$ cat config.mk
export PLATFORM = sky130hd
export DESIGN_NAME = adrc_dram_ctrl
export DESIGN_NICKNAME = d
export VERILOG_FILES = /design/src/adrc_pkg.sv /design/src/adrc_dram_ctrl.sv /design/src/adrc_refresh_timer.sv
export SDC_FILE = /design/constraint.sdc
export NUM_CORES = 1
export LEC_CHECK = 0
export BUFFER_PORTS_ARGS = -buffer_cell sky130_fd_sc_hd__clkbuf_2
export CORE_ASPECT_RATIO = 0.8
export CORE_MARGIN = 3
export CORE_UTILIZATION = 55
export CTS_CLUSTER_DIAMETER = 120
export CTS_CLUSTER_SIZE = 10
export DETAILED_ROUTE_END_ITERATION = 10
export PLACE_DENSITY = 0.78
export SYNTH_ARGS = -nofsm -noshare
export SYNTH_HDL_FRONTEND = slang
export SYNTH_SLANG_ARGS = --single-unit
$ cat constraint.sdc
create_clock -name clk_i -period 4.6 [get_ports clk_i]
set_clock_uncertainty 0.2 [all_clocks]
set_input_delay 0.23 -clock clk_i [delete_from_list [all_inputs] [get_ports clk_i]]
set_output_delay 0.23 -clock clk_i [all_outputs]
set_load 0.03 [all_outputs]
$ cat src/adrc_pkg.sv
// constants, timing counts and state encoding for the 4M x 1 DRAM controller
package adrc_pkg;

  localparam int CLK_NS = 20;

  // least times round up to whole cycles, longest times round down
  function automatic int cyc_min(input int ns);
    cyc_min = (ns + CLK_NS - 1) / CLK_NS;
    if (cyc_min < 1)
    begin
      cyc_min = 1;
    end
  endfunction : cyc_min

  function automatic int cyc_max(input int ns);
    cyc_max = ns / CLK_NS;
    if (cyc_max < 1)
    begin
      cyc_max = 1;
    end
  endfunction : cyc_max

  localparam int ROW_W = 11;
  localparam int COL_W = 11;
  localparam int CNT_W = 4;
  localparam int WIDE_W = 16;

  localparam int POWERUP_US          = 100;
  localparam int POWERUP_CYC_DEF     = cyc_min(POWERUP_US * 1000);
  localparam int INIT_RAS_CYCLES     = 8;
  localparam logic [3:0] INIT_TOTAL  = 4'(INIT_RAS_CYCLES + 1);

  localparam int REF_ROWS            = 1024;
  localparam int REF_MS              = 16;
  localparam int REF_INT_CYC         = cyc_max(REF_MS * 1000000 / REF_ROWS);

  localparam int PAGE_ROW_LOW_LIMIT_NS = 125000;
  localparam int PAGE_LIMIT_CYC_DEF    = cyc_max(PAGE_ROW_LOW_LIMIT_NS);
  localparam int PAGE_CYCLE_TIME_NS    = 50;
  localparam int PAGE_CYCLE_TIME_CYC   = cyc_min(PAGE_CYCLE_TIME_NS);

  localparam int T_RP_NS  = 70;
  localparam int T_RAS_NS = 80;
  localparam int T_CSR_NS = 10;
  localparam int T_CP_NS  = 10;
  localparam int T_WP_NS  = 15;
  localparam int T_RWL_NS = 20;
  localparam int ROW_TO_COL_DELAY_NS = 25;
  localparam int ROW_ACCESS_TIME_NS  = 80;
  localparam int COL_ACCESS_TIME_NS  = 20;
  localparam int COLADDR_ACCESS_TIME_NS = 40;
  localparam int SYNC_STAGES = 2;

  localparam int T_RP_CYC   = cyc_min(T_RP_NS);
  localparam int T_RAS_CYC  = cyc_min(T_RAS_NS);
  localparam int T_CSR_CYC  = cyc_min(T_CSR_NS);
  localparam int T_CP_CYC   = cyc_min(T_CP_NS);
  localparam int RCD_CYC    = cyc_min(ROW_TO_COL_DELAY_NS);
  localparam int RAC_LEFT   = cyc_min(ROW_ACCESS_TIME_NS) - RCD_CYC;
  localparam int CAC_CYC    = cyc_min(COL_ACCESS_TIME_NS);
  localparam int AA_CYC     = cyc_min(COLADDR_ACCESS_TIME_NS);
  localparam int ACC_CYC    = (RAC_LEFT > AA_CYC) ? RAC_LEFT
                                                  : ((AA_CYC > CAC_CYC) ? AA_CYC : CAC_CYC);
  // one spare cycle so the synchronised sample sits past the access edge
  localparam int RD_WAIT_CYC = ACC_CYC + SYNC_STAGES + 1;
  localparam int WR_CAS_CYC  = (T_RAS_CYC > RCD_CYC) ? T_RAS_CYC - RCD_CYC : 1;
  localparam int WRWE_CYC    = (cyc_min(T_RWL_NS) > cyc_min(T_WP_NS)) ? cyc_min(T_RWL_NS)
                                                                     : cyc_min(T_WP_NS);
  localparam int PAGE_GUARD_CYC = RD_WAIT_CYC + WRWE_CYC + T_CP_CYC + T_RP_CYC;

  typedef enum logic [8:0] {
    ST_POWER   = 9'h001,
    ST_IDLE    = 9'h002,
    ST_ROW     = 9'h004,
    ST_COL     = 9'h008,
    ST_WRWE    = 9'h010,
    ST_CP      = 9'h020,
    ST_PRE     = 9'h040,
    ST_CBR_CAS = 9'h080,
    ST_CBR_RAS = 9'h100
  } adrc_state_t;

endpackage : adrc_pkg

$ cat src/adrc_dram_ctrl.sv
// host-side controller driving a 4M x 1 asynchronous DRAM by its strobes
`timescale 1ns/10ps
// Notes on behaviour
// - after power wait 100 us, then issue eight row-strobe cycles before use.
// - finish start-up with one refresh cycle holding write strobe high.
// - column-before-row refresh with write strobe low enters test mode; keep it high.
// - refresh all 1024 rows within every 16 ms.
// - never drop write strobe between the early-write and read-write windows.
// - hold write strobe high after row or column strobe rise to end reads.
// - row strobe low at most 10,000 ns single, 125,000 ns in page bursts.
module adrc_dram_ctrl #(
  parameter int POWERUP_CYC    = adrc_pkg::POWERUP_CYC_DEF,
  parameter int PAGE_LIMIT_CYC = adrc_pkg::PAGE_LIMIT_CYC_DEF
) (
  input  wire logic                                    clk_i,
  input  wire logic                                    rst_i,
  input  wire logic                                    req_valid_i,
  output logic                                         req_ready_o,
  input  wire logic                                    req_write_i,
  input  wire logic                                    req_rmw_i,
  input  wire logic [adrc_pkg::ROW_W+adrc_pkg::COL_W-1:0] req_addr_i,
  input  wire logic                                    req_wdata_i,
  output logic                                         rdata_o,
  output logic                                         rdata_valid_o,
  output logic                                         init_done_o,
  output logic                                         dram_ras_n_o,
  output logic                                         dram_cas_n_o,
  output logic                                         dram_we_n_o,
  output logic [adrc_pkg::ROW_W-1:0]                   dram_addr_o,
  output logic                                         dram_din_o,
  input  wire logic                                    dram_dout_i
);
  import adrc_pkg::*;

  localparam int REF_AGE_MAX = REF_INT_CYC + 64;

  adrc_state_t       state_reg;
  adrc_state_t       state_next;
  logic [CNT_W-1:0]  cnt_reg;
  logic [CNT_W-1:0]  cnt_next;
  logic [WIDE_W-1:0] pwr_cnt_reg;
  logic [WIDE_W-1:0] ras_cnt_reg;
  logic [WIDE_W-1:0] ref_age_reg;
  logic [3:0]        init_cnt_reg;
  logic [ROW_W-1:0]  cur_row_reg;
  logic [COL_W-1:0]  cur_col_reg;
  logic              cur_wr_reg;
  logic              cur_rmw_reg;
  logic              dout_s1_reg;
  logic              dout_s2_reg;
  logic              pwr_done;
  logic              init_done;
  logic              ref_pend;
  logic              ref_ack;
  logic              acc_end;
  logic              page_ok;
  logic              idle_take;
  logic              page_take;
  logic              req_fire;

  function automatic logic [ROW_W-1:0] row_of(input logic [ROW_W+COL_W-1:0] a);
    row_of = a[ROW_W+COL_W-1:COL_W];
  endfunction : row_of

  function automatic logic [COL_W-1:0] col_of(input logic [ROW_W+COL_W-1:0] a);
    col_of = a[COL_W-1:0];
  endfunction : col_of

  function automatic logic [CNT_W-1:0] len_m1(input int d);
    len_m1 = CNT_W'(d - 1);
  endfunction : len_m1

  assign pwr_done    = (pwr_cnt_reg == WIDE_W'(POWERUP_CYC));
  assign init_done   = (init_cnt_reg == INIT_TOTAL);
  assign init_done_o = init_done;
  assign acc_end     = (cnt_reg == '0) &&
                       (((state_reg == ST_COL) && !cur_rmw_reg) || (state_reg == ST_WRWE));
  // leave room for the longest access and precharge before the page limit
  assign page_ok     = (ras_cnt_reg < WIDE_W'(PAGE_LIMIT_CYC - PAGE_GUARD_CYC));
  assign idle_take   = (state_reg == ST_IDLE) && init_done && !ref_pend;
  // a pending refresh closes the page so its wait stays short
  assign page_take   = acc_end && !ref_pend && page_ok &&
                       (row_of(req_addr_i) == cur_row_reg);
  assign req_ready_o = idle_take || page_take;
  assign req_fire    = req_ready_o && req_valid_i;
  assign ref_ack     = (state_reg == ST_CBR_CAS) && (cnt_reg == '0);

  adrc_refresh_timer #(
    .INTERVAL (REF_INT_CYC)
  ) u_refresh (
    .clk_i     (clk_i),
    .rst_i     (rst_i),
    .enable_i  (init_done),
    .ack_i     (ref_ack),
    .pending_o (ref_pend)
  );

  always_comb
  begin
    state_next = state_reg;
    cnt_next   = (cnt_reg != '0) ? cnt_reg - 1'b1 : cnt_reg;
    case (state_reg)
      ST_POWER:
        if (pwr_done)
        begin
          state_next = ST_IDLE;
        end
      ST_IDLE:
        if (!init_done || ref_pend)
        begin
          state_next = ST_CBR_CAS;
          cnt_next   = len_m1(T_CSR_CYC);
        end
        else if (req_valid_i)
        begin
          state_next = ST_ROW;
          cnt_next   = len_m1(RCD_CYC);
        end
      ST_ROW, ST_CP:
        if (cnt_reg == '0)
        begin
          state_next = ST_COL;
          cnt_next   = cur_wr_reg ? len_m1(WR_CAS_CYC) : len_m1(RD_WAIT_CYC);
        end
      ST_COL, ST_WRWE:
        if (cnt_reg == '0)
        begin
          if ((state_reg == ST_COL) && cur_rmw_reg)
          begin
            state_next = ST_WRWE;
            cnt_next   = len_m1(WRWE_CYC);
          end
          else if (page_take && req_valid_i)
          begin
            state_next = ST_CP;
            cnt_next   = len_m1(T_CP_CYC);
          end
          else
          begin
            state_next = ST_PRE;
            cnt_next   = len_m1(T_RP_CYC);
          end
        end
      ST_PRE:
        if (cnt_reg == '0)
        begin
          state_next = ST_IDLE;
        end
      ST_CBR_CAS:
        if (cnt_reg == '0)
        begin
          state_next = ST_CBR_RAS;
          cnt_next   = len_m1(T_RAS_CYC);
        end
      ST_CBR_RAS:
        if (cnt_reg == '0)
        begin
          state_next = ST_PRE;
          cnt_next   = len_m1(T_RP_CYC);
        end
      default:
      begin
        state_next = ST_IDLE;
        cnt_next   = '0;
      end
    endcase
  end

  always_ff @(posedge clk_i or posedge rst_i)
  begin
    if (rst_i)
    begin
      state_reg <= ST_POWER;
      cnt_reg   <= '0;
    end
    else
    begin
      state_reg <= state_next;
      cnt_reg   <= cnt_next;
    end
  end

  always_ff @(posedge clk_i or posedge rst_i)
  begin
    if (rst_i)
      pwr_cnt_reg <= '0;
    else if (!pwr_done)
      pwr_cnt_reg <= pwr_cnt_reg + 1'b1;
  end

  always_ff @(posedge clk_i or posedge rst_i)
  begin
    if (rst_i)
      init_cnt_reg <= '0;
    else if (ref_ack && !init_done)
      init_cnt_reg <= init_cnt_reg + 1'b1;
  end

  always_ff @(posedge clk_i or posedge rst_i)
  begin
    if (rst_i)
      ras_cnt_reg <= '0;
    else if (dram_ras_n_o)
      ras_cnt_reg <= '0;
    else
      ras_cnt_reg <= ras_cnt_reg + 1'b1;
  end

  always_ff @(posedge clk_i or posedge rst_i)
  begin
    if (rst_i)
      ref_age_reg <= '0;
    else if (ref_ack)
      ref_age_reg <= '0;
    else if (init_done && (ref_age_reg != '1))
      ref_age_reg <= ref_age_reg + 1'b1;
  end

  always_ff @(posedge clk_i or posedge rst_i)
  begin
    if (rst_i)
    begin
      cur_row_reg <= '0;
      cur_col_reg <= '0;
      cur_wr_reg  <= 1'b0;
      cur_rmw_reg <= 1'b0;
      dram_din_o  <= 1'b0;
    end
    else if (req_fire)
    begin
      cur_row_reg <= row_of(req_addr_i);
      cur_col_reg <= col_of(req_addr_i);
      cur_wr_reg  <= req_write_i && !req_rmw_i;
      cur_rmw_reg <= req_rmw_i;
      dram_din_o  <= req_wdata_i;
    end
  end

  always_ff @(posedge clk_i or posedge rst_i)
  begin
    if (rst_i)
      dram_addr_o <= '0;
    else if (req_fire && (state_reg == ST_IDLE))
      dram_addr_o <= row_of(req_addr_i);
    else if (req_fire)
      dram_addr_o <= col_of(req_addr_i);
    else if ((state_reg == ST_ROW) && (state_next == ST_COL))
      dram_addr_o <= cur_col_reg;
  end

  // write strobe only falls with column strobe or after the read sample
  always_ff @(posedge clk_i or posedge rst_i)
  begin
    if (rst_i)
    begin
      dram_ras_n_o <= 1'b1;
      dram_cas_n_o <= 1'b1;
      dram_we_n_o  <= 1'b1;
    end
    else
    begin
      dram_ras_n_o <= !(state_next inside {ST_ROW, ST_COL, ST_WRWE, ST_CP, ST_CBR_RAS});
      dram_cas_n_o <= !(state_next inside {ST_COL, ST_WRWE, ST_CBR_CAS, ST_CBR_RAS});
      dram_we_n_o  <= !((state_next == ST_WRWE) ||
                        ((state_next == ST_COL) && cur_wr_reg));
    end
  end

  always_ff @(posedge clk_i or posedge rst_i)
  begin
    if (rst_i)
    begin
      dout_s1_reg <= 1'b0;
      dout_s2_reg <= 1'b0;
    end
    else
    begin
      dout_s1_reg <= dram_dout_i;
      dout_s2_reg <= dout_s1_reg;
    end
  end

  // sampled late in the column-strobe-low window while the output is held
  always_ff @(posedge clk_i or posedge rst_i)
  begin
    if (rst_i)
    begin
      rdata_o       <= 1'b0;
      rdata_valid_o <= 1'b0;
    end
    else
    begin
      rdata_valid_o <= (state_reg == ST_COL) && (cnt_reg == '0) && !cur_wr_reg;
      if ((state_reg == ST_COL) && (cnt_reg == '0) && !cur_wr_reg)
        rdata_o <= dout_s2_reg;
    end
  end
endmodule : adrc_dram_ctrl

$ cat src/adrc_refresh_timer.sv
// periodic refresh request with sticky pending flag
`timescale 1ns/10ps
module adrc_refresh_timer #(
  parameter int INTERVAL = adrc_pkg::REF_INT_CYC
) (
  input  wire logic clk_i,
  input  wire logic rst_i,
  input  wire logic enable_i,
  input  wire logic ack_i,
  output logic      pending_o
);
  import adrc_pkg::*;

  logic [WIDE_W-1:0] tick_cnt_reg;
  logic              tick;

  assign tick = enable_i && (tick_cnt_reg == WIDE_W'(INTERVAL - 1));

  always_ff @(posedge clk_i or posedge rst_i)
  begin
    if (rst_i)
      tick_cnt_reg <= '0;
    else if (!enable_i || tick)
      tick_cnt_reg <= '0;
    else
      tick_cnt_reg <= tick_cnt_reg + 1'b1;
  end

  // a tick landing on the acknowledge cycle keeps the flag set
  always_ff @(posedge clk_i or posedge rst_i)
  begin
    if (rst_i)
      pending_o <= 1'b0;
    else if (tick)
      pending_o <= 1'b1;
    else if (ack_i)
      pending_o <= 1'b0;
  end

endmodule : adrc_refresh_timer

# Word-level counts from Yosys, hierarchy flattened
# Cells that the tools add are included.
# totals
word_cells	115
reg_bits	109
in_bits	29
output_inout_bits	19
# op_classes
addsub	5
magnitude_cmp	1
n_eq_ne	19
n_mux	28
n_reduce_logical	42
# op_table
operator	n
9-bit two-way mux	8
9-bit case mux with 7 select lines	1
16-bit by 1-bit adder with 16-bit output (second input constant)	3
11-bit two-way mux	3
16-bit two-way mux	2
4-bit two-way mux	6
4-bit case mux with 5 select lines	1
1-bit logical AND	19
9-bit by 3-bit == test with 1-bit output (second input constant)	2
9-bit by 4-bit == test with 1-bit output (second input constant)	2
9-bit by 5-bit == test with 1-bit output (second input constant)	2
9-bit by 6-bit == test with 1-bit output (second input constant)	2
9-bit by 8-bit == test with 1-bit output (second input constant)	2
9-bit == test (second input constant)	2
16-bit by 10-bit == test with 1-bit output (second input constant)	1
16-bit by 13-bit == test with 1-bit output (second input constant)	1
16-bit by 13-bit less-than comparator with 1-bit output (second input constant)	1
7-bit two-way mux	2
11-bit == test	1
9-bit by 1-bit == test with 1-bit output (second input constant)	1
9-bit by 2-bit == test with 1-bit output (second input constant)	1
9-bit by 7-bit == test with 1-bit output (second input constant)	1
1-bit zero test	8
4-bit nonzero test	2
other kinds (12)	21

# Longest topological paths before layout
# depth
word_depth	17
ltp_mapped	11
mapped_depth_nobuf	9

# Modules after synthesis
# From an unflattened synthesis, not the netlist that was laid out.
# unflattened
cells_unflattened	510
hier_area_um2	5510.3
# by_module_without_submodules
module	cells_per_inst	area_per_inst_um2	seq_area_each_um2	instances
adrc_dram_ctrl	423	4635.7	2307.2	1
adrc_refresh_timer	87	874.6	425.4	1

# Least setup slack after synthesis
# No wires, ideal clock.
# synth_path
path_type	flip-flop to flip-flop
startpoint	reg cnt_reg[0]
endpoint	reg cur_col_reg[0]
setup_ns	0.125
stages_incl_launch_ff	11
required_ns	4.275
t_arrival_ns	2.340
n_path_buf	3
period_less_slack_ns	2.665
path_slack_ns	1.935
cell_sequence	dfrtp_1 -> inv_1 -> ha_1 -> nor3b_1 -> clkbuf_1 -> and3_1 -> nand4_1 -> o41a_1 -> buf_6 -> buf_6 -> mux2_4
# synth_between
elab_chain_len	7
# synth_lines
element	line	rtl
start, declared	adrc_dram_ctrl.sv:39	logic [CNT_W-1:0] cnt_reg;
start signal, assigned	adrc_dram_ctrl.sv:179	cnt_reg <= cnt_next;
4-bit zero test	adrc_dram_ctrl.sv:76	assign acc_end = (cnt_reg == '0) &&
1-bit logical AND	adrc_dram_ctrl.sv:76	
1-bit logical AND (3 in a row)	adrc_dram_ctrl.sv:82	assign page_take = acc_end && !ref_pend && page_ok &&
1-bit logical OR	adrc_dram_ctrl.sv:84	assign req_ready_o = idle_take || page_take;
1-bit logical AND	adrc_dram_ctrl.sv:85	assign req_fire = req_ready_o && req_valid_i;
end signal, assigned	adrc_dram_ctrl.sv:232	cur_col_reg <= col_of(req_addr_i);
end, declared	adrc_dram_ctrl.sv:46	logic [COL_W-1:0] cur_col_reg;
# Every way passes these cells.
# A chain may end at the register's enable or synchronous reset.

# Worst setup path in the final report
# layout_path
startpoint	reg state_reg[3]
endpoint	reg dram_addr_o[7] in the netlist's numbering
# layout_between
elab_chain_len	15
word_cells_on_any_way	40
classes_between	10 x eq/ne; 13 x mux; 17 x reduce/logical
# layout_lines
element	line	rtl
start, declared	adrc_dram_ctrl.sv:37	adrc_state_t state_reg;
start signal, assigned	adrc_dram_ctrl.sv:178	state_reg <= state_next;
9-bit by 4-bit == test with 1-bit output	adrc_dram_ctrl.sv:77, adrc_dram_ctrl.sv:102, adrc_dram_ctrl.sv:128	
1-bit logical AND	adrc_dram_ctrl.sv:77	(((state_reg == ST_COL) && !cur_rmw_reg) || (state_reg == ST_WRWE));
1-bit logical OR	adrc_dram_ctrl.sv:77	
1-bit logical AND	adrc_dram_ctrl.sv:76	
1-bit logical AND (3 in a row)	adrc_dram_ctrl.sv:82	
1-bit logical AND	adrc_dram_ctrl.sv:133	else if (page_take && req_valid_i)
7-bit two-way mux	adrc_dram_ctrl.sv:133	
7-bit two-way mux	adrc_dram_ctrl.sv:128	if ((state_reg == ST_COL) && cur_rmw_reg)
9-bit two-way mux	adrc_dram_ctrl.sv:126	if (cnt_reg == '0)
9-bit case mux with 7 select lines	adrc_dram_ctrl.sv:102	case (state_reg)
9-bit by 4-bit == test with 1-bit output	adrc_dram_ctrl.sv:247	else if ((state_reg == ST_ROW) && (state_next == ST_COL))
1-bit logical AND	adrc_dram_ctrl.sv:247	
3-bit nonzero test (no line)	--	
end signal, assigned	adrc_dram_ctrl.sv:244	dram_addr_o <= row_of(req_addr_i);
end signal, assigned	adrc_dram_ctrl.sv:246	dram_addr_o <= col_of(req_addr_i);
end signal, assigned	adrc_dram_ctrl.sv:248	dram_addr_o <= cur_col_reg;
end, declared	adrc_dram_ctrl.sv:29	output logic [adrc_pkg::ROW_W-1:0] dram_addr_o,
# Several ways; a longest one is shown, not always the timed one.

==> results.tsv <==
metric	value	unit
rsz0062_at_grt	no	
ys_types	54	
regArea	2733	um2
viasPerCell	5.663	
status	finished, final reports clean	
coreArea	9387	um2
fp.dieH	95.27	um
fin_setup_tns	0	ns
worst_pin_slew	0.9507	ns
finalCritPeriodShare	0.7720	
max_freq	281.6	MHz
vias	4162	
cts_tree	yes	
p_leak	3.038	nW
multiInputGateArea	2585	um2
yosysSeqAreaShare	0.4987	
clk_pin_slew	0.07	ns
fp.dieW	117.6	um
worst-path-max-fanout	37	
ctsRootBufferMaster	clkbuf_16	
cp.required	4.64	ns
fp-row-count	31	
cts_resized	0	
cts_buffer_depth	2	
fillCellCount	698	
synth_cells	526	
numCtsBuffers	9	
holdWs	0.04272	ns
htreeDepth	3	
slew_headroom	0.3662	
place_congestion	0.8350	
setup.worst_path.end_class	flop	
final_cell_area	6402	um2
cts.sinks	109	
grt_start_max_net_pins	66	
dp_hpwl	7925	um
hold_viol_final	0	
finalSetupViolations	0	
track_usage	0.2230	
dr.pass1.iters	5	
grt_pass1_vias	4076	
area_growth_syn_to_layout	16.85	%
worstPathArrival	3.59	ns
syn_area	5479	um2
grt_first_pass_wirelength	20000	um
synth_nets	564	
min_period	3.551	ns
fin_util	0.6821	
critPathLaunchType	flop	
async_flop_share	1.000	
crit_type	reg2reg	
final-max-slew-violation-count	0	
portBuffers	47	
cap_viol_max_count	0	
hp-class	in2reg	
drcViolationCount	0	
peakVddDrop	0.0002878	V
drt-initial-drc-count	366	
io_pins	48	
postRouteWirelength	11830	um
postRouteAntennaNets	0	
wire_per_inst	16.09	um
ys.flop_type	dfrtp_1	
cellPowerDensity	282.0	nW/um2
initial_core_util	0.5837	
synth_seq_cells	109	
overflow	0	
final_nets	635	
die-area	11200	um2
yosysWarningCount	0	
syn-mean-instance-area	10.42	um2
place_area	5796	um2
power	0.001806	W
clock_latency	0.35	ns
antenna_found_initial	0	
drive_gt1_frac	0.1744	
synth_edf_count	0	
## area by class of cell
class                      instances  share of cell area
clock inverter                     3            0.006840
antenna                            1           0.0003909
tap                              132             0.02580
inverter                          14            0.008599
timing repair buffer              80             0.08716
clock buffer                      13             0.04065
sequential                       109              0.4268
multi-input combinational        383              0.4038
## worst max-delay path, stage by stage (launching register included)
cell	delay, ns
dfrtp_1	0.47
or4_1	0.72
nor4b_4	0.37
nand2_2	0.27
o41a_2	0.51
nand3_1	0.22
nand3_1	0.09
dlygate4sd3_1	0.56
## synthesized netlist by cell type (2+ instances only)
cell type,count,area share
nand4_1,17,0.019
mux2_2,9,0.018
mux2_4,17,0.047
and2_1,8,0.0091
ha_1,9,0.021
dfstp_2,4,0.019
nor2b_1,2,0.0023
a32oi_1,11,0.018
xnor2_1,25,0.040
nor4b_1,2,0.0032
buf_1,2,0.0014
o21ai_0,9,0.0082
or2_2,3,0.0034
or4_1,2,0.0027
clkbuf_1,10,0.0069
nor2_1,57,0.039
nor3_1,15,0.014
and4_1,2,0.0032
buf_2,4,0.0037
o311ai_0,2,0.0032
nand3_1,34,0.031
nor4_1,9,0.010
or4b_2,2,0.0037
inv_1,13,0.0089
buf_6,4,0.0082
nor3b_1,3,0.0041
nand2_1,52,0.036
xor2_1,39,0.062
and3_1,12,0.014
nor4bb_1,3,0.0055
nand2b_1,3,0.0034
o31ai_1,3,0.0041
or3_1,3,0.0034
a21oi_1,11,0.010
dfrtp_1,105,0.48
o211ai_1,2,0.0027
## metal layers
metal	global-route usage	vias up	part of all wire
met5	0	-	0
met1	0.3160	2010	0.46
li1	-	1984	-
met2	0.3481	150	0.45
met4	0.06341	0	0.016
met3	0.05338	18	0.066
## logic make-up (layout without fill, tap and decap cells)
logic type	after synthesis	count (layout)	synth area share
buffers and inverters	34	110	0.02969
AO/OA/AOI/OAI	48	48	0.06257
flip-flops	109	109	0.4987
adder cells (fa/ha/maj)	9	9	0.02055
XOR/XNOR	64	64	0.1023
other	0	1	0
multiplexers	26	26	0.06508
AND/OR/NAND/NOR	236	236	0.2211
## through the flow
step / setup WS (ns) / std cells
after floorplan: 1.303 / 526
after global routing: 0.9172 / 734
after CTS: 1.138 / 734
final: 1.049 / 735
after global placement: 1.626 / 688
after detailed placement: 1.567 / 688
## cell usage in the layout, fill, tap and decap left out, drive strengths merged, types with 2 or more instances in the layout
cell         netlist  routed
dfrtp            105     105
clkbuf            10      60
nor2              57      57
nand2             53      53
xor2              39      39
nand3             34      34
dlygate4sd3        0      30
mux2              26      26
xnor2             25      25
nand4             17      17
nor3              15      15
inv               13      14
and3              12      12
a21oi             11      11
a32oi             11      11
o21ai             10      10
nor4               9       9
ha                 9       9
and2               8       8
dfstp              4       4
or3                3       3
nor3b              3       3
nor4bb             3       3
or2                3       3
o31ai              3       3
nand2b             3       3
buf               10       3
nor4b              3       3
or4b               3       3
o311ai             2       2
or4                2       2
and4               2       2
o211ai             2       2
nor2b              2       2
clkinv             1       2
## path summary, 6_finish.rpt
check | cells past startpoint | to | slack [ns] | from
min | 3 | state_reg[5] | 0.04 | req_valid_i
max reg2reg | 7 | dram_addr_o[7] | 1.05 | state_reg[3]
max in group asynchronous | 4 | dram_cas_n_o | 2.79 | rst_i
max | 7 | dram_addr_o[7] | 1.05 | state_reg[3]
min in group asynchronous | 3 | cur_row_reg[4] | 0.37 | rst_i
min reg2reg | 0 | dout_s2_reg | 0.15 | dout_s1_reg
## what timing repair did
item / in CTS / in global routing
hold buffers: 30 / 0
setup buffers: 0 / 0
hold endpoints to repair: 100 / 0
## where the power goes
part	internal, W	switching, W
Clock	0.000453	0.000331
Sequential	0.000959	0.000000230
Combinational	0.0000278	0.0000341
Total	0.00144	0.000365
Power figures use the tool's default switching activity.
